==> src/verilog/spi_cfg_pkg.sv <==
package spi_cfg_pkg;

  // ==========================================================
  // register map, byte offsets on the plain register port
  localparam int         ADDR_W       = 8;
  localparam int         DATA_W       = 16;
  localparam logic [7:0] OFF_DATA     = 8'h0c;
  localparam logic [7:0] OFF_CTRL     = 8'h0d;
  localparam logic [7:0] OFF_FMT      = 8'h0e;
  localparam logic [7:0] OFF_DIV      = 8'h0f;
  localparam logic [7:0] OFF_IRQ_STAT = 8'h10;
  localparam logic [7:0] OFF_IRQ_MASK = 8'h11;

  // ==========================================================
  // reset values and field layouts
  localparam logic [7:0] REG_RESET      = 8'h00;
  localparam logic [3:0] IRQ_MASK_RESET = 4'hf;
  localparam logic [7:0] FMT_RW_MASK    = 8'h87;
  localparam int         FMT_CPOL       = 0;
  localparam int         FMT_CPHA       = 1;
  localparam int         FMT_CHR        = 2;
  localparam int         FMT_IRQEN      = 7;
  localparam int         CTL_EN         = 0;
  localparam int         CTL_MST        = 1;
  localparam int         CTL_MODFE      = 2;
  localparam int         CTL_FLAG_LO    = 3;
  localparam int         CTL_FLAG_HI    = 6;
  localparam int         CTL_BUSY       = 7;
  // event bits, same order as the control flags
  localparam int         EV_MODE_FAULT_FLAG        = 0;
  localparam int         EV_WRITE_COLLISION_FLAG        = 1;
  localparam int         EV_RECEIVE_OVERRUN_FLAG        = 2;
  localparam int         EV_DONE        = 3;
  localparam int         MSB8           = 7;
  localparam int         MSB16          = 15;
  localparam logic [4:0] LAST_BIT8      = 5'h07;
  localparam logic [4:0] LAST_BIT16     = 5'h0f;

  typedef enum logic [1:0] {
    ST_IDLE = 2'b01,
    ST_XFER = 2'b10
  } xfer_st_e;

  typedef struct packed {
    logic [7:0]  addr;
    logic [15:0] wdata;
    logic        wr;
    logic        rd;
  } bus_req_s;

  typedef struct packed {
    logic sclk;
    logic mosi;
    logic miso;
    logic ssel_n;
  } spi_in_s;

  typedef struct packed {
    logic sclk_o;
    logic sclk_oe;
    logic mosi_o;
    logic mosi_oe;
    logic miso_o;
    logic miso_oe;
  } spi_out_s;

endpackage

==> src/verilog/spi_format_and_baud_config.sv <==
// How it works
// polarity bit picks falling or rising active edge
// phase bit picks sampling on inactive edge
// length bit picks 8 or 16 bit characters
// interrupt enable gates the four flag interrupts
// format bits six to three read zero
// divider register holds ratio 0 to 255
// master clock is half sysclk over ratio+1
// divider ignored and halted in slave mode
// format and divider readable, writable, reset zero
// module enable gates controller and baud generator
// master bit rises only with select deasserted
// busy flag high throughout a transfer cycle
// done flag sticky, software one raises interrupt
// msb first, clock idles at polarity level
// one clock period per bit transferred
//
// Chosen here: the address-and-strobe port.
`timescale 1ns/10ps
module spi_format_and_baud_config
  import spi_cfg_pkg::*;
(
  input  logic        clk_sys, // system clock
  input  logic        reset,   // synchronous reset, high
  input  bus_req_s    bus_i,   // register port request
  output logic [15:0] rdata_o, // read data, cycle after read
  input  spi_in_s     spi_i,   // serial pin inputs
  output spi_out_s    spi_o,   // serial pin outputs and enables
  output logic        irq_o    // level interrupt
);

  // ==========================================================
  // state
  typedef struct packed {
    xfer_st_e    st;
    logic [7:0]  fmt;
    logic [7:0]  div;
    logic        en;
    logic        mst;
    logic        modfe;
    logic [3:0]  flag;
    logic [3:0]  irq_stat;
    logic [3:0]  irq_mask;
    logic [15:0] tx;
    logic [15:0] rx;
    logic [15:0] rdbuf;
    logic        rx_full;
    logic [7:0]  baud;
    logic [4:0]  bitn;
    logic        lead;
    logic        cpha;
    logic        len16;
    logic        sclk;
    logic        dout;
    logic        sclk_prev;
    logic        ssel_prev;
    logic [15:0] rdata;
  } st_s;

  st_s        s_r;
  st_s        s_nxt;
  logic [3:0] ev;
  logic [3:0] swset;
  logic [3:0] w1c;
  logic [15:0] rx_v;
  logic [15:0] tx_v;
  logic       edge_v;
  logic       abort;
  logic       start;
  logic       din;
  logic       wr_data;
  logic       rd_data;
  logic       ss_fall;
  logic       full_v;

  function automatic logic msb_of(input logic [15:0] d, input logic len16);
    return len16 ? d[MSB16] : d[MSB8];
  endfunction

  function automatic logic [15:0] shl(input logic [15:0] d);
    return {d[14:0], 1'b0};
  endfunction

  // ==========================================================
  // next state
  always_comb
  begin
    s_nxt = s_r;
    ev = 4'h0;
    swset = 4'h0;
    w1c = 4'h0;
    rx_v = s_r.rx;
    tx_v = s_r.tx;
    edge_v = 1'b0;
    abort = 1'b0;
    start = 1'b0;
    wr_data = bus_i.wr && (bus_i.addr == OFF_DATA);
    rd_data = bus_i.rd && (bus_i.addr == OFF_DATA);
    ss_fall = s_r.ssel_prev && !spi_i.ssel_n;
    full_v = s_r.rx_full && !rd_data;
    din = s_r.mst ? spi_i.miso : spi_i.mosi;
    s_nxt.ssel_prev = spi_i.ssel_n;
    s_nxt.sclk_prev = spi_i.sclk;
    s_nxt.rdata = 16'h0000;

    // read side first so a completing transfer can refill the buffer
    if (bus_i.rd)
    begin
      case (bus_i.addr)
        OFF_DATA:     s_nxt.rdata = s_r.rdbuf;
        OFF_CTRL:     s_nxt.rdata = {8'h00, (s_r.st == ST_XFER), s_r.flag, s_r.modfe, s_r.mst, s_r.en};
        OFF_FMT:      s_nxt.rdata = {8'h00, s_r.fmt & FMT_RW_MASK};
        OFF_DIV:      s_nxt.rdata = {8'h00, s_r.div};
        OFF_IRQ_STAT: s_nxt.rdata = {12'h000, s_r.irq_stat};
        OFF_IRQ_MASK: s_nxt.rdata = {12'h000, s_r.irq_mask};
        default:      s_nxt.rdata = 16'h0000;
      endcase
      if (rd_data)
        s_nxt.rx_full = 1'b0;
    end

    if (s_r.en && s_r.mst && s_r.modfe && ss_fall)
    begin
      ev[EV_MODE_FAULT_FLAG] = 1'b1;
      abort = 1'b1;
    end
    // data written mid-character is dropped, not queued
    if (wr_data && (s_r.st == ST_XFER))
      ev[EV_WRITE_COLLISION_FLAG] = 1'b1;

    case (s_r.st)
      ST_IDLE:
      begin
        if (wr_data)
          s_nxt.tx = bus_i.wdata;
        tx_v = wr_data ? bus_i.wdata : s_r.tx;
        start = s_r.en && !abort && (s_r.mst ? wr_data : ss_fall);
        if (start)
        begin
          s_nxt.st = ST_XFER;
          s_nxt.bitn = 5'h00;
          s_nxt.lead = 1'b1;
          s_nxt.baud = 8'h00;
          s_nxt.cpha = s_r.fmt[FMT_CPHA];
          s_nxt.len16 = s_r.fmt[FMT_CHR];
          s_nxt.tx = tx_v;
          if (!s_r.fmt[FMT_CPHA])
          begin
            s_nxt.dout = msb_of(tx_v, s_r.fmt[FMT_CHR]);
            s_nxt.tx = shl(tx_v);
          end
        end
      end
      ST_XFER:
      begin
        if (s_r.mst)
        begin
          if (s_r.baud == s_r.div)
          begin
            s_nxt.baud = 8'h00;
            edge_v = 1'b1;
          end
          else
            s_nxt.baud = 8'(s_r.baud + 8'h01);
        end
        else
          edge_v = (spi_i.sclk != s_r.sclk_prev);
        if (!s_r.en || abort || (!s_r.mst && spi_i.ssel_n))
          s_nxt.st = ST_IDLE;
        else if (edge_v)
        begin
          if (s_r.mst)
            s_nxt.sclk = !s_r.sclk;
          if (s_r.lead)
          begin
            s_nxt.lead = 1'b0;
            if (!s_r.cpha)
              rx_v = {s_r.rx[14:0], din};
            else
            begin
              s_nxt.dout = msb_of(s_r.tx, s_r.len16);
              s_nxt.tx = shl(s_r.tx);
            end
          end
          else
          begin
            s_nxt.lead = 1'b1;
            if (s_r.cpha)
              rx_v = {s_r.rx[14:0], din};
            if (s_r.bitn == (s_r.len16 ? LAST_BIT16 : LAST_BIT8))
            begin
              s_nxt.st = ST_IDLE;
              ev[EV_DONE] = 1'b1;
              // overrun keeps the older character
              if (full_v)
                ev[EV_RECEIVE_OVERRUN_FLAG] = 1'b1;
              else
              begin
                s_nxt.rdbuf = s_r.len16 ? rx_v : {8'h00, rx_v[7:0]};
                s_nxt.rx_full = 1'b1;
              end
            end
            else
            begin
              s_nxt.bitn = 5'(s_r.bitn + 5'h01);
              if (!s_r.cpha)
              begin
                s_nxt.dout = msb_of(s_r.tx, s_r.len16);
                s_nxt.tx = shl(s_r.tx);
              end
            end
          end
          s_nxt.rx = rx_v;
        end
      end
      default: s_nxt.st = ST_IDLE;
    endcase

    if (bus_i.wr)
    begin
      case (bus_i.addr)
        OFF_FMT: s_nxt.fmt = bus_i.wdata[7:0] & FMT_RW_MASK;
        OFF_DIV: s_nxt.div = bus_i.wdata[7:0];
        OFF_CTRL:
        begin
          s_nxt.en = bus_i.wdata[CTL_EN];
          s_nxt.modfe = bus_i.wdata[CTL_MODFE];
          // refused rise keeps a selected slave from being overdriven
          if (bus_i.wdata[CTL_MST] && !s_r.mst && !spi_i.ssel_n)
            s_nxt.mst = 1'b0;
          else
            s_nxt.mst = bus_i.wdata[CTL_MST];
          s_nxt.flag = bus_i.wdata[CTL_FLAG_HI:CTL_FLAG_LO];
          swset = bus_i.wdata[CTL_FLAG_HI:CTL_FLAG_LO];
        end
        OFF_IRQ_STAT: w1c = bus_i.wdata[3:0];
        OFF_IRQ_MASK: s_nxt.irq_mask = bus_i.wdata[3:0];
        default: ;
      endcase
    end

    // hardware set wins over a same-cycle clear
    s_nxt.flag = s_nxt.flag | ev;
    s_nxt.irq_stat = (s_r.irq_stat & ~w1c) | ev | swset;
    if (s_nxt.st == ST_IDLE)
      s_nxt.sclk = s_nxt.fmt[FMT_CPOL];
    if (!s_nxt.en || !s_nxt.mst)
      s_nxt.baud = 8'h00;
  end

  always_ff @(posedge clk_sys)
  begin
    if (reset)
    begin
      s_r <= '0;
      s_r.st <= ST_IDLE;
      s_r.fmt <= REG_RESET;
      s_r.div <= REG_RESET;
      s_r.irq_mask <= IRQ_MASK_RESET;
      s_r.ssel_prev <= 1'b1;
    end
    else
      s_r <= s_nxt;
  end

  // ==========================================================
  // outputs
  assign rdata_o = s_r.rdata;
  assign irq_o = s_r.fmt[FMT_IRQEN] && (|(s_r.irq_stat & s_r.irq_mask));
  assign spi_o.sclk_o = s_r.sclk;
  assign spi_o.sclk_oe = s_r.en && s_r.mst;
  assign spi_o.mosi_o = s_r.dout;
  assign spi_o.mosi_oe = s_r.en && s_r.mst;
  assign spi_o.miso_o = s_r.dout;
  assign spi_o.miso_oe = s_r.en && !s_r.mst && !spi_i.ssel_n;

  // ==========================================================
  // checks
  property p_half_period;
    @(posedge clk_sys) disable iff (reset)
    ($past(s_r.st) == ST_XFER) && $past(s_r.mst) && $changed(s_r.sclk) && (s_r.st == ST_XFER)
      |-> ($past(s_r.baud) == $past(s_r.div));
  endproperty
  a_half_period: assert property (p_half_period) else $error("sclk toggled off divider count");

  property p_fmt_reserved;
    @(posedge clk_sys) disable iff (reset)
    (bus_i.rd && (bus_i.addr == OFF_FMT)) |=> (rdata_o[6:3] == 4'h0) && (rdata_o[15:8] == 8'h00);
  endproperty
  a_fmt_reserved: assert property (p_fmt_reserved) else $error("reserved format bits not zero");

  property p_reset_clear;
    @(posedge clk_sys)
    reset |=> (s_r.fmt == REG_RESET) && (s_r.div == REG_RESET) && (s_r.st == ST_IDLE);
  endproperty
  a_reset_clear: assert property (p_reset_clear) else $error("registers not cleared by reset");

  property p_irq_gate;
    @(posedge clk_sys) disable iff (reset)
    !s_r.fmt[FMT_IRQEN] |-> !irq_o;
  endproperty
  a_irq_gate: assert property (p_irq_gate) else $error("interrupt raised while disabled");

  property p_busy_start;
    @(posedge clk_sys) disable iff (reset)
    (bus_i.wr && (bus_i.addr == OFF_DATA) && s_r.en && s_r.mst && (s_r.st == ST_IDLE) && !ss_fall)
      |=> (s_r.st == ST_XFER);
  endproperty
  a_busy_start: assert property (p_busy_start) else $error("busy not set on transfer start");

  property p_done_sticky;
    @(posedge clk_sys) disable iff (reset)
    ev[EV_DONE] |=> s_r.flag[EV_DONE] && s_r.irq_stat[EV_DONE] ##1 (s_r.flag[EV_DONE] || $past(bus_i.wr));
  endproperty
  a_done_sticky: assert property (p_done_sticky) else $error("done flag lost");

  property p_master_guard;
    @(posedge clk_sys) disable iff (reset)
    (bus_i.wr && (bus_i.addr == OFF_CTRL) && bus_i.wdata[CTL_MST] && !s_r.mst && !spi_i.ssel_n) |=> !s_r.mst;
  endproperty
  a_master_guard: assert property (p_master_guard) else $error("master set while selected");

  property p_slave_divider;
    @(posedge clk_sys) disable iff (reset)
    (!s_r.mst || !s_r.en) |-> (s_r.baud == 8'h00);
  endproperty
  a_slave_divider: assert property (p_slave_divider) else $error("divider running in slave or disabled");

  property p_idle_level;
    @(posedge clk_sys) disable iff (reset)
    (s_r.st == ST_IDLE) |-> (s_r.sclk == s_r.fmt[FMT_CPOL]);
  endproperty
  a_idle_level: assert property (p_idle_level) else $error("sclk not at idle level");

  property p_disable_stops;
    @(posedge clk_sys) disable iff (reset)
    (!s_r.en && (s_r.st == ST_XFER)) |=> (s_r.st == ST_IDLE) [*2];
  endproperty
  a_disable_stops: assert property (p_disable_stops) else $error("transfer kept running when disabled");

endmodule

==> config.mk <==
export PLATFORM = sky130hd
export DESIGN_NAME = spi_format_and_baud_config
export DESIGN_NICKNAME = d
export VERILOG_FILES = /design/src/verilog/spi_cfg_pkg.sv /design/src/verilog/spi_format_and_baud_config.sv
export SDC_FILE = /design/constraint.sdc
export NUM_CORES = 1
export LEC_CHECK = 0
export BUFFER_PORTS_ARGS = -buffer_cell sky130_fd_sc_hd__buf_4
export CAP_MARGIN = 20
export CORE_AREA = 2 2 138 113
export DETAILED_ROUTE_END_ITERATION = 8
export DIE_AREA = 0 0 140 115
export PLACE_DENSITY_LB_ADDON = 0.05
export SLEW_MARGIN = 40
export SYNTH_ARGS = -nofsm -noshare
export SYNTH_HDL_FRONTEND = slang
export SYNTH_SLANG_ARGS = --single-unit
==> constraint.sdc <==
create_clock -name clk_sys -period 2.9 [get_ports clk_sys]
set_clock_uncertainty 0.1 [all_clocks]
set_input_delay 0.145 -clock clk_sys [delete_from_list [all_inputs] [get_ports clk_sys]]
set_output_delay 0.145 -clock clk_sys [all_outputs]
set_load 0.01 [all_outputs]
==> metrics.txt <==
crit-path max FO=31; crit end category=flop; first-pass iteration count of the detailed router=7; Post-synth top flop=dfxtp_1; CTS tree=done; most common cell in the netlist=dfxtp_1; final-report setup violation count=0; Worst Hold Slack=a little over 0.02 ns; unrepaired setup endpoints after global routing=false; ys async rst share=0%; Post-CTS Repair Setup Buffers=0; antenna cell count=0; Fmax=roughly 400 MHz; max-slew violations=0; Clock transition at path regs=about 0.050 ns; Final TNS setup=0 ns; DRC viols=5; total track usage=19.9%; outcome=finished, violations left; Initial DRC Count=approximately 330; Clk Latency, worst-skew pair=between 0.4 and 0.5 ns; max-cap check violation count=0; die area=around 0.016 mm2; Core Box Area=0.0148 mm2; clock buffer depth=2; IO Count=55; Worst IR Drop VDD=approximately 370 uV; syn nets=a little under 700; critical path class=reg -> reg; Rows=40; port bufs=54; failing checks=DRC; nets=723; fin crit share=a little under nine tenths; share of cells above drive strength 1=between 20% and 30%; Routed WL=15400 um; Synth Cell Area=between 0.005 and 0.006 mm2; Worst Max-Slew Pin Slew=0.735 ns; Remaining Overflow, GRT=0; Area contributors post-synth=dfxtp_1 (39%), mux2i_1 (9.3%), nor2_1 (5.2%); Multi-input gate area=roughly 0.0031 mm2; Netlist cell types=69; Hold Crit Class=in -> reg; WP data arrival=around 2.7 ns; largest net degree at the start of global routing=46; commonest cells in the netlist=dfxtp_1 (114), nor2_1 (81), mux2i_1 (54); #FFs+latches synth=114; EDFF count, synth=0; Slew HR=around 51%; Die Y-Extent=around 120 um; fill count=about 1.4k; Die Width=about 140 um; post-route ant nets=0; Final Hold Vio Count=0; H-tree depth=4; initial core utilization=around two fifths; initial antenna violation count=0; DP HPWL=between 10000 and 15000 um; via count=4732; Num Clock Sinks=114; WP data required=between 3 and 4 ns; Synth top area share=39.3%; CTS buffer count=17; CTS Root Cell=clkbuf_16; vias in the first global route=~4.4k; Routed wire per std cell=~17 um; first-pass GRT wire length=roughly 25000 um; area delta synth->final=20.1%; number of vias per cell=~5.3; largest area contributor in the netlist=dfxtp_1; Static Leak=between 2 and 3 nW; area occupied by registers=0.00228 mm2; fin crit period=about 2.5 ns; register area share after synthesis=between 30% and 40%; Yosys Warn Count=0; PwrDens=~570 mW/mm2; routability cong.=0.907; Critical Path Start Type=flop; Synth Instances=643; Mean Syn Cell Area=around 9.0 um2
==> final cells by class <==
class	count	area share (%)
tap	189	3.40
multi-input combinational	459	44.8
timing repair buffer	81	9.23
sequential	114	32.8
clock inverter	10	2.23
inverter	14	0.754
clock buffer	22	6.81
==> per-stage QoR <==
step / total power [mW] / setup slack, ns / cell area [um2] / instances / util [%]
after floorplan: 1.73 / 0.786 / 5800 / 643 / -
after global placement: 1.80 / 0.432 / 6250 / 848 / 42.3
after detailed placement: 1.80 / 0.382 / 6250 / 848 / 42.3
after CTS: 4.03 / 0.362 / 6970 / 889 / 47.2
after global routing: 4.15 / 0.218 / 6970 / 889 / 47.2
final: 3.99 / 0.405 / 6970 / 889 / 47.2
==> registers in the layout (all words and copies together), names as in the netlist <==
register / cells
spi_o: 2
s_r: 96
rdata_o: 16
==> critical path, stage by stage (launching register included) <==
cell and delay [ns]:
dfxtp_1 0.35, xor2_1 0.19, nor4_2 0.51, a31oi_2 0.27
nor4b_4 0.30, buf_4 0.37, mux2i_1 0.23, nor2_1 0.05
==> what timing repair did <==
| action | 4_1_cts | 5_1_grt |
|---|---|---|
| resized for setup | 0 | 0 |
| endpoints found under the hold margin | 18 | 0 |
| hold buffers | 9 | 0 |
| setup endpoints to repair | 0 | 0 |
==> cells in the final DEF (no fill, tap or decap), types with 10 or more instances in the layout <==
| cell type | Yosys | final |
|---|---|---|
| a211oi_1 | 15 | 15 |
| inv_1 | 14 | 14 |
| mux2i_1 | 54 | 54 |
| a21oi_1 | 44 | 44 |
| and2_1 | 13 | 13 |
| nand2_1 | 48 | 48 |
| nand3_1 | 19 | 19 |
| mux2_2 | 10 | 10 |
| dfxtp_1 | 114 | 114 |
| clkbuf_16 | 0 | 17 |
| nor2_1 | 81 | 81 |
| nand2b_1 | 11 | 11 |
| xor2_1 | 15 | 15 |
| buf_4 | 21 | 71 |
| a22oi_1 | 21 | 21 |
==> path summary, 6_finish.rpt <==
| path | startpoint | slack [ns] | end | depth (start not counted) |
|---|---|---|---|---|
| worst min-delay path | bus_i[2] | 0.02 | s_r[85] | 3 |
| worst max register to register | s_r[28] | 0.40 | s_r[37] | 7 |
| worst min register to register | s_r[52] | 0.36 | rdata_o[15] | 1 |
| worst max-delay path | s_r[28] | 0.40 | s_r[37] | 7 |
==> routing by layer <==
metal	part of all wire [%]	vias to the layer above	track usage, %
met5	0	-	0
met4	0.96	0	5.79
met3	3.7	12	4.91
met2	43	78	28.4
met1	53	2266	29.7
li1	-	2376	-
==> kinds of logic after synthesis <==
group                    Yosys count  share of synthesized area (%)
AO/OA/AOI/OAI                    136                           16.5
XOR/XNOR                          18                           2.72
adder cells (fa/ha/maj)            4                          0.863
buffers and inverters             70                           6.94
flip-flops                       114                           39.3
multiplexers                      69                           13.0
AND/OR/NAND/NOR                  232                           20.7
==> power breakdown <==
| group | switching (mW) | total [mW] | internal, mW |
|---|---|---|---|
| clock network | 0.710 | 2.21 | 1.50 |
| logic | 0.107 | 0.186 | 0.0789 |
| registers | 0.0118 | 1.59 | 1.58 |
Power figures use the tool's default switching activity.
